<file path="config.mk">
export PLATFORM = sky130hd
export DESIGN_NAME = mra_macrocell_register_array
export DESIGN_NICKNAME = d
export VERILOG_FILES = /design/src/mra_pkg.sv /design/src/mra_output_macrocell.sv /design/src/mra_macrocell_register_array.sv
export SDC_FILE = /design/constraint.sdc
export NUM_CORES = 1
export LEC_CHECK = 0
export BUFFER_PORTS_ARGS = -buffer_cell sky130_fd_sc_hd__buf_4
export CAP_MARGIN = 15
export CORE_UTILIZATION = 54
export DETAILED_ROUTE_END_ITERATION = 10
export PLACE_DENSITY = 0.87
export SYNTH_ARGS = -nofsm -noshare
export SYNTH_HDL_FRONTEND = slang
export SYNTH_HIERARCHICAL = 1
export SYNTH_SLANG_ARGS = --single-unit
</file>
<file path="constraint.sdc">
create_clock -name clk_sys -period 2 [get_ports clk_sys]
set_clock_uncertainty 0.05 [all_clocks]
set_input_delay 0 -clock clk_sys [delete_from_list [all_inputs] [get_ports clk_sys]]
set_output_delay 0 -clock clk_sys [all_outputs]
set_load 0.005 [all_outputs]
</file>
<file path="src/mra_pkg.sv">
// Package of constants for the macrocell register array
package mra_pkg;
  localparam int NUM_CELLS = 10;
  localparam int NUM_INPUTS = 10;
  localparam int NUM_DATA_TERMS = 4;
  localparam logic POL_ACTIVE_LOW = 1'b0;
  localparam logic FF_RESET_VAL = 1'b0;
  localparam logic FF_PRESET_VAL = 1'b1;
  localparam logic PIN_ENABLE_LVL = 1'b0;
  localparam logic PRELOAD_LVL = 1'b0;
endpackage : mra_pkg

</file>
<file path="src/mra_output_macrocell.sv">
// One output macrocell: flip-flop, polarity gate, bypass and output enable
`timescale 1ns/1ps
module mra_output_macrocell #(
  parameter int TERMS = mra_pkg::NUM_DATA_TERMS
) (
  input wire logic clk_sys,
  input wire logic nrst,
  input wire logic clk_en,
  input wire logic [TERMS-1:0] data_terms,
  input wire logic polarity_bit,
  input wire logic clock_term,
  input wire logic reset_term,
  input wire logic preset_term,
  input wire logic oe_term,
  input wire logic oe_pin_n,
  input wire logic preload_n,
  input wire logic pin_level,
  output logic pin_out,
  output logic pin_oe,
  output logic ff_state
);
  logic ff_q;
  logic ff_d;
  logic clk_term_q;
  logic pin_out_q;
  logic pin_oe_q;
  wire sum_of_terms = |data_terms;
  // Erased bit inverts the node, so the pin follows the sum
  wire xor_node = sum_of_terms ^ polarity_bit;
  wire clk_rise = clock_term & ~clk_term_q;
  wire bypass = reset_term & preset_term;
  wire drive_en = oe_term & (oe_pin_n == mra_pkg::PIN_ENABLE_LVL);
  wire preload_on = (preload_n == mra_pkg::PRELOAD_LVL);
  wire preload_act = preload_on & ~drive_en;
  // Enabled cell keeps its state while preload is low
  wire preload_keep = preload_on & drive_en;
  // Low pin presets, high pin resets
  wire preload_val = pin_level ? mra_pkg::FF_RESET_VAL : mra_pkg::FF_PRESET_VAL;

  // Priority: preload, then level reset/preset, then clock edge
  always_comb
  begin
    ff_d = ff_q;
    if (preload_act)
    begin
      ff_d = preload_val;
    end
    else if (preload_keep || bypass)
    begin
      ff_d = ff_q;
    end
    else if (reset_term)
    begin
      ff_d = mra_pkg::FF_RESET_VAL;
    end
    else if (preset_term)
    begin
      ff_d = mra_pkg::FF_PRESET_VAL;
    end
    else if (clk_rise)
    begin
      ff_d = xor_node;
    end
  end

  // Inverting buffer, bypass gives combinatorial path
  wire out_node = bypass ? xor_node : ff_d;
  wire pin_out_d = ~out_node;

  always_ff @(posedge clk_sys)
  begin
    if (!nrst)
    begin
      ff_q <= mra_pkg::FF_RESET_VAL;
      clk_term_q <= 1'b0;
      pin_out_q <= 1'b1;
      pin_oe_q <= 1'b0;
    end
    else if (clk_en)
    begin
      ff_q <= ff_d;
      clk_term_q <= clock_term;
      pin_out_q <= pin_out_d;
      pin_oe_q <= drive_en;
    end
  end

  assign pin_out = pin_out_q;
  assign pin_oe = pin_oe_q;
  assign ff_state = ff_q;
endmodule : mra_output_macrocell

</file>
<file path="src/mra_macrocell_register_array.sv">
// Top of the macrocell register array: pin synchronisers and ten macrocells
`timescale 1ns/1ps
module mra_macrocell_register_array #(
  parameter int CELLS = mra_pkg::NUM_CELLS,
  parameter int INPUTS = mra_pkg::NUM_INPUTS,
  parameter int TERMS = mra_pkg::NUM_DATA_TERMS
) (
  input wire logic clk_sys,
  input wire logic nrst,
  input wire logic clk_en,
  input wire logic [INPUTS-1:0] in_pins,
  input wire logic [CELLS-1:0] io_in,
  output logic [CELLS-1:0] io_out,
  output logic [CELLS-1:0] io_oe,
  input wire logic oe_pin_n,
  input wire logic preload_n,
  input wire logic [CELLS*TERMS-1:0] data_terms,
  input wire logic [CELLS-1:0] polarity_bits,
  input wire logic [CELLS-1:0] clock_terms,
  input wire logic [CELLS-1:0] reset_terms,
  input wire logic [CELLS-1:0] preset_terms,
  input wire logic [CELLS-1:0] oe_terms,
  output logic [INPUTS-1:0] array_inputs,
  output logic [CELLS-1:0] array_io,
  output logic [CELLS-1:0] array_feedback
);
  localparam int SW = INPUTS + CELLS + 2;

  ////////////////////////////////////////////////////////////////////////////
  // Three-stage pin synchronisers, change accepted when stages two and three agree
  logic [SW-1:0] s1_q;
  logic [SW-1:0] s2_q;
  logic [SW-1:0] s3_q;
  logic [SW-1:0] pin_q;
  logic [INPUTS-1:0] array_inputs_q;
  logic [CELLS-1:0] array_io_q;
  logic [CELLS-1:0] fb_q;
  wire [SW-1:0] raw_pins = {preload_n, oe_pin_n, io_in, in_pins};
  wire [SW-1:0] agree = ~(s2_q ^ s3_q);
  wire [SW-1:0] pin_d = (agree & s3_q) | (~agree & pin_q);
  wire [SW-1:0] pin_reset = {2'b11, {(SW-2){1'b0}}};
  wire [CELLS-1:0] ff_state;
  wire [INPUTS-1:0] in_sync = pin_q[INPUTS-1:0];
  wire [CELLS-1:0] io_sync = pin_q[INPUTS+CELLS-1:INPUTS];
  wire oe_sync_n = pin_q[SW-2];
  wire preload_sync_n = pin_q[SW-1];

  always_ff @(posedge clk_sys)
  begin
    if (!nrst)
    begin
      s1_q <= pin_reset;
      s2_q <= pin_reset;
      s3_q <= pin_reset;
      pin_q <= pin_reset;
      array_inputs_q <= {INPUTS{1'b0}};
      array_io_q <= {CELLS{1'b0}};
      fb_q <= {CELLS{1'b0}};
    end
    else if (clk_en)
    begin
      s1_q <= raw_pins;
      s2_q <= s1_q;
      s3_q <= s2_q;
      pin_q <= pin_d;
      array_inputs_q <= in_sync;
      array_io_q <= io_sync;
      fb_q <= ff_state;
    end
  end

  ////////////////////////////////////////////////////////////////////////////
  // Identical macrocells, one per I/O pin
  genvar gi;
  generate
    for (gi = 0; gi < CELLS; gi++)
    begin : g_cell
      mra_output_macrocell #(
        .TERMS(TERMS)
      ) u_cell (
        .clk_sys(clk_sys),
        .nrst(nrst),
        .clk_en(clk_en),
        .data_terms(data_terms[gi*TERMS +: TERMS]),
        .polarity_bit(polarity_bits[gi]),
        .clock_term(clock_terms[gi]),
        .reset_term(reset_terms[gi]),
        .preset_term(preset_terms[gi]),
        .oe_term(oe_terms[gi]),
        .oe_pin_n(oe_sync_n),
        .preload_n(preload_sync_n),
        .pin_level(io_sync[gi]),
        .pin_out(io_out[gi]),
        .pin_oe(io_oe[gi]),
        .ff_state(ff_state[gi])
      );
    end
  endgenerate

  assign array_inputs = array_inputs_q;
  assign array_io = array_io_q;
  assign array_feedback = fb_q;
endmodule : mra_macrocell_register_array

</file>
==> flow_metrics.py, run 1 <==
metrics = {
    "run_status": {
        "outcome": "finished, final reports clean",
    },
    "global_routing": {
        "grt_use_met3_pct": 6.61,
        "met2_usage_pct": 44.9,
        "grt_pass1_vias": 6273,
        "grt_max_degree": 56,
        "use_met1_pct": 29.6,
        "top_usage_layer": "met2",
        "antenna_found_initial": 1,
        "grt_usage_pct": 26.1,
        "gr-total-overflow": 0,
        "grt_pass1_wl_um": 29500,
    },
    "die": {
        "coreArea_mm2": 0.0132,
        "dieArea_mm2": 0.0140,
        "placementRows": 42,
        "ios": 165,
        "dieWidth_um": 118,
        "die_y_um": 118,
        "initial_core_util_pct": 55.3,
    },
    "timing": {
        "holdWs_ns": 0.0278,
        "drv_slew": 0,
        "rsz0062_at_grt": "no",
        "setup_violations": 0,
        "fin_crit_ns": 1.62,
        "period_share_pct": 81.2,
        "fmax_mhz": 616,
        "final_hold_viol_count": 0,
        "slew_headroom_pct": 58.4,
        "setup_tns_ns": 0,
        "worst_pin_slew_ns": 0.623,
    },
    "routing": {
        "viasPerCell": 5.40,
        "drt-initial-drc-count": 459,
        "num_vias": 6243,
        "routed_wl_um": 18000,
        "drc": 0,
        "ant_nets": 0,
        "avgRoutedWirePerCell_um": 15.6,
        "firstDrtPassIters": 4,
    },
    "cts": {
        "path_clk_slew_ns": 0.06,
        "cts_tree": "built",
        "cts_max_path_buffers": 2,
        "cts_made_buffers": 17,
        "root_buffer": "clkbuf_16",
        "clkSinkCount": 158,
        "clk_latency_ns": 0.42,
        "cts_setup_buffers": 0,
        "h-tree-depth": 4,
    },
    "flow_run": {
        "drv_cap": 0,
    },
    "power_and_ir_drop": {
        "clkPwrFrac_pct": 43.2,
        "ir_worst_vdd_mv": 0.692,
        "power.switching_mw": 1.68,
        "switching_share_pct": 22.7,
        "power.density_mw_per_mm2": 744,
        "power_leakage_nw": 4.36,
        "p_int_mw": 5.73,
        "seqPwrFrac_pct": 44.9,
        "combPwrFrac_pct": 11.8,
    },
    "synthesis": {
        "synth-seq-cells": 158,
        "synthAdderAreaFrac_pct": 0,
        "syn_nets": 855,
        "muxShareOfSynthArea_pct": 15.9,
        "synth-compound-area-share_pct": 15.0,
        "synth-simple-area-share_pct": 19.5,
        "netlist_area_mm2": 0.00732,
        "synth_cell_type_count": 28,
        "synthCells": 740,
        "avgSynthCellArea_um2": 9.89,
        "synth_top_family_by_area": "simple AND/OR/NAND/NOR gates",
        "synth_xor_area_share_pct": 1.20,
        "ys_seq_area_share_pct": 43.2,
        "ys_warn_count": 6,
    },
    "setup_path": {
        "crit_arrival_ns": 1.94,
        "crit_family": "flip-flops",
        "critPathMaxFanout": 12,
        "crit_chain": "nand2b_4 > a21oi_1 > a221o_1 > nand3_1",
        "worstPathRequired_ns": 2.31,
        "slowest_stage": "dfxtp_1",
        "path_buf_inv": 0,
        "crit_type": "register to register",
        "end_kind": "register",
        "critical-path-max-stage-delay_ns": 0.72,
        "start_kind": "register",
        "r2r_setup_slack_ns": 0.38,
    },
    "finish": {
        "multiInputGateArea_mm2": 0.00377,
        "final_cell_mix": "buf_4, dfxtp_1, mux2i_1",
        "nNetsFinal": 1081,
        "drive_gt1_share_pct": 23.9,
        "area_growth_pct": 36.0,
        "final_common_cell": "buf_4",
        "final_area_mm2": 0.00995,
        "final-seq-area_mm2": 0.00316,
        "fill_cells": 875,
    },
    "hold_path": {
        "min_path_type": "input pin to register",
    },
    "place": {
        "place_area_mm2": 0.00865,
        "io_buffers": 164,
        "dp_hpwl_um": 10400,
        "gp_congestion": 0.801,
    },
}
## power groups by stage
stage	clock network (mW)	logic (mW)	registers, mW
after floorplan	0	0.426	3.37
after global placement	0	0.719	3.39
after detailed placement	0	0.732	3.39
after CTS	3.24	0.858	3.32
after global routing	3.36	0.946	3.34
final	3.20	0.878	3.33
## final timing paths
| kind | from | endpoint | cells after the start |
|---|---|---|---|
| worst max-delay path | register | g_cell[5].u_cell/pin_out | 4 |
| worst min-delay path | polarity_bits[4] | g_cell[4].u_cell/pin_out | 4 |
| worst max register to register | register | g_cell[5].u_cell/pin_out | 4 |
| worst min register to register | s3_q[3] | register | 2 |
## metrics by stage
step / worst slack [ns] / util (%) / power, mW / instances
2_1_floorplan: 0.560 / - / 3.80 / 740
3_3_place_gp: 0.506 / 65.3 / 4.11 / 1051
3_5_place_dp: 0.480 / 65.3 / 4.12 / 1051
4_1_cts: 0.427 / 75.1 / 7.42 / 1155
5_1_grt: 0.326 / 75.2 / 7.65 / 1156
6_report: 0.376 / 75.2 / 7.41 / 1156
## layer usage
metal / routed length (um) / part of all wire (%)
met5: 0 / 0
met4: 562 / 3.1
met1: 7690 / 43
met2: 8910 / 49
met3: 871 / 4.8
## tightest hold or removal path, cell delays in order
cell and delay, ns:
buf_4 0.08, xor2_1 0.08, o211ai_1 0.21, nand3_1 0.08
## area by class of cell
class	instances	share of cell area, %
Clock inverter	5	0.792
Sequential cell	158	31.8
Timing Repair Buffer	248	21.1
Tap cell	176	2.21
Antenna cell	1	0.0251
Clock buffer	27	5.05
Multi-Input combinational cell	510	37.9
Inverter	31	1.17
## timing repair
item                                   CTS  global route
endpoints found under the hold margin   52             0
hold buffers                            72             0
gates resized for setup                  0             0
setup endpoints to repair                0             0
## cell families (layout without fill, tap and decap cells)
| group | after synthesis | after routing |
|---|---|---|
| buf+inv | 72 | 311 |
| flops | 158 | 158 |
| simple gates | 208 | 208 |
| mux | 116 | 116 |
| other cells | 0 | 1 |
| compound gates | 176 | 176 |
| xor+xnor | 10 | 10 |
## synth_stat cells
| cell type | count | area share [%] |
|---|---|---|
| inv_1 | 30 | 1.5 |
| a221o_1 | 10 | 1.4 |
| nor3b_2 | 10 | 1.7 |
| nand2b_1 | 22 | 1.9 |
| dfxtp_1 | 158 | 43 |
| clkbuf_1 | 19 | 0.97 |
| inv_2 | 1 | 0.051 |
| buf_4 | 3 | 0.31 |
| nand2_1 | 26 | 1.3 |
| a41oi_1 | 10 | 1.2 |
| a21o_1 | 10 | 1.0 |
| buf_8 | 1 | 0.21 |
| a21boi_0 | 10 | 1.0 |
| xor2_1 | 10 | 1.2 |
| o21ai_0 | 33 | 2.3 |
| o211ai_2 | 1 | 0.17 |
| nand3_1 | 10 | 0.68 |
| o21ai_1 | 19 | 1.3 |
| and2_1 | 10 | 0.85 |
| nand2b_4 | 10 | 1.9 |
| a21oi_1 | 54 | 3.7 |
| nor2b_1 | 100 | 8.5 |
| buf_2 | 7 | 0.48 |
| or2_1 | 10 | 0.85 |
| mux2i_1 | 116 | 16 |
| o211ai_1 | 29 | 3.0 |
| buf_6 | 11 | 1.7 |
| nor4_2 | 10 | 1.7 |
Power figures use the tool's default switching activity.
==> run 2: changes to the inputs <==
Settings changed: ABC_AREA set to 1, CORE_UTILIZATION 54 to 49, PLACE_DENSITY 0.87 to 0.84.
Clock period 2 ns to 1.4 ns, I/O delays scaled along.
==> flow_metrics.py, run 2 <==
metrics = {
    "die": {
        "die_y_um": 122,
        "ios": 165,
        "initial_core_util_pct": 50.7,
        "dieArea_mm2": 0.0150,
        "placementRows": 43,
        "dieWidth_um": 122,
        "coreArea_mm2": 0.0140,
    },
    "place": {
        "place_area_mm2": 0.00852,
        "placedCellCount": 1364,
        "dp_hpwl_um": 10800,
        "gp_congestion": 0.816,
        "io_buffers": 164,
    },
    "timing": {
        "fin_crit_ns": 1.38,
        "period_share_pct": 98.8,
        "slew_headroom_pct": 75.7,
        "fmax_mhz": 723,
        "final_hold_viol_count": 0,
        "drv_slew": 0,
        "worst_pin_slew_ns": 0.364,
        "setup_violations": 0,
        "rsz0062_at_grt": "yes",
        "holdWs_ns": 0.00462,
    },
    "hold_path": {
        "hold_path_end": "g_cell[9].u_cell/pin_oe",
        "min_from": "clk_en",
        "whs_path_depth": 3,
        "min_path_type": "input pin to register",
    },
    "routing": {
        "routed_wl_um": 18500,
        "ant_nets": 0,
        "firstDrtPassIters": 5,
        "avgRoutedWirePerCell_um": 12.6,
        "drt-initial-drc-count": 532,
        "drc": 0,
        "viasPerCell": 4.97,
        "num_vias": 7319,
    },
    "synthesis": {
        "yosys-top-cells-count": "nand2_1, dfxtp_1, inv_1",
        "synth_top_area_cell": "dfxtp_1",
        "netlist_area_mm2": 0.00709,
        "synthTopCellsByArea": "dfxtp_1, nand2_1, inv_1, a21oi_1, o21ai_0",
        "synthArstFlopShare_pct": 0,
        "yosysMostFrequentCell": "nand2_1",
        "synth-seq-cells": 158,
        "synth-edff-count": 0,
        "synth.top_cell.area_share_pct": 44.6,
        "synthCells": 1041,
        "syn_nets": 1156,
        "avgSynthCellArea_um2": 6.81,
        "ys_warn_count": 6,
        "synthFlopType": "dfxtp_1",
        "ys_seq_area_share_pct": 44.6,
        "synth_cell_type_count": 20,
    },
    "global_routing": {
        "grt_usage_pct": 24.9,
        "grt_pass1_vias": 7001,
        "antenna_found_initial": 1,
        "gr-total-overflow": 0,
        "grt_max_degree": 94,
        "grt_pass1_wl_um": 29900,
    },
    "cts": {
        "path_clk_slew_ns": 0.06,
        "cts_setup_buffers": 0,
        "clkSinkCount": 158,
        "cts_tree": "built",
        "clk_latency_ns": 0.43,
        "root_buffer": "clkbuf_16",
        "cts_made_buffers": 17,
        "h-tree-depth": 4,
        "cts_max_path_buffers": 2,
    },
    "power_and_ir_drop": {
        "combPwrFrac_pct": 14.8,
        "power.density_mw_per_mm2": 1110,
        "fin_total_pwr_mw": 11.1,
        "clkPwrFrac_pct": 41.2,
        "power_leakage_nw": 4.89,
        "switching_share_pct": 24.2,
        "seqPwrFrac_pct": 44.1,
        "p_int_mw": 8.39,
        "power.switching_mw": 2.68,
        "ir_worst_vdd_mv": 0.816,
    },
    "setup_path": {
        "start_kind": "register",
        "crit_chain": "inv_1 > nor2_1 > nor2_4 > nand2_1 > nand2_1 > nand2_1 > nand2_1 > nand2_2 > nand2_2 > nand2_2 > nand2_1",
        "path_common_cell": "nand2_1",
        "end_kind": "register",
        "rr_startpoint": "g_cell[6].u_cell/ff_state",
        "critical-path-max-stage-delay_ns": 0.35,
        "crit_type": "register to register",
        "crit_arrival_ns": 1.64,
        "r2r_cells": 11,
        "r2r-end": "g_cell[6].u_cell/pin_out",
        "slowest_stage": "dfxtp_1",
        "r2r_setup_slack_ns": 0.02,
        "worstPathRequired_ns": 1.66,
        "critPathMaxFanout": 3,
    },
    "finish": {
        "final_common_cell": "nand2_1",
        "layout.cells.non_filler": 1474,
        "drive_gt1_share_pct": 22.0,
        "fill_cells": 1078,
        "area_growth_pct": 41.3,
        "fin_util_pct": 71.6,
        "final_area_mm2": 0.0100,
        "nNetsFinal": 1397,
        "final_cell_mix": "nand2_1, buf_4, dfxtp_1",
    },
    "run_status": {
        "outcome": "finished, final reports clean",
    },
    "flow_run": {
        "drv_cap": 0,
    },
}
[run 2: changes by cell type after synthesis, moves of 22 or more]
cell | previous run | this run
a21oi_1 | 54 | 100
inv_1 | 30 | 143
mux2i_1 | 116 | 0
nand2_1 | 26 | 282
nand2b_1 | 22 | 0
nor2_1 | 0 | 110
nor2_2 | 0 | 30
nor2b_1 | 100 | 0
o211ai_1 | 29 | 0
o21ai_0 | 33 | 89
[run 2: cell type report]
cell class	instances	area (um2)	area share, %
multi-input combinational	694	3240	32.3
sequential	158	3160	31.6
timing repair buffer	257	2220	22.2
inverter	154	581	5.79
clock buffer	24	502	5.01
tap	180	225	2.25
clock inverter	6	82.6	0.824
antenna	1	2.50	0.0250
[run 2: per-layer routing]
metal	vias up	global-route usage [%]	wire, um
li1	3726	-	-
met1	3324	27.3	7650
met2	232	46.0	9480
met3	37	5.95	1040
met4	0	9.60	375
met5	-	0	0
[run 2: kinds of logic after synthesis]
| kind of cell | Yosys count | share of synthesized area (%) |
|---|---|---|
| flip-flops | 158 | 44.6 |
| AO/OA/AOI/OAI | 244 | 18.1 |
| AND/OR/NAND/NOR | 450 | 26.3 |
| buffers and inverters | 189 | 11.0 |
[run 2: power groups by stage]
stage          Combinational (mW)  Sequential [mW]  Clock [mW]
2_1_floorplan               0.746             4.96           0
3_3_place_gp                 1.33             4.96           0
3_5_place_dp                 1.37             4.97           0
4_1_cts                      1.58             4.87        4.62
5_1_grt                      1.82             4.91        4.82
6_report                     1.63             4.88        4.56
[run 2: worst max-delay path: cells and delay by family, from the launching register on]
kind | cells | cell delay (ns)
AND/OR/NAND/NOR | 10 | 0.79
buffers and inverters | 1 | 0.10
flip-flops | 1 | 0.35
[run 2: timing repair]
action	CTS	global route
pin swaps	0	8
cloned	0	0
hold buffers	83	0
endpoints found under the hold margin	68	0
endpoints found under the setup margin	2	25
gates resized for setup	2	44
[run 2: through the flow]
step                TNS [ns]  worst slack, ns
detailed placement         0          0.00253
CTS                        0          0.00917
global placement           0           0.0941
finish                     0           0.0175
floorplan                  0           0.0355
global route          -0.200          -0.0709
[run 2: worst max-delay path by stage]
stage                         startpoint                        end  slack (ns)  cells after the start
4_1_cts                         register  g_cell[7].u_cell/ff_state       0.009                      9
2_1_floorplan                   register   g_cell[0].u_cell/pin_out        0.04                      9
3_3_place_gp                    register   g_cell[0].u_cell/pin_out        0.09                     11
6_report       g_cell[6].u_cell/ff_state   g_cell[6].u_cell/pin_out        0.02                     11
3_5_place_dp                    register   g_cell[6].u_cell/pin_out       0.003                     11
5_1_grt        g_cell[6].u_cell/ff_state   g_cell[6].u_cell/pin_out       -0.07                     11
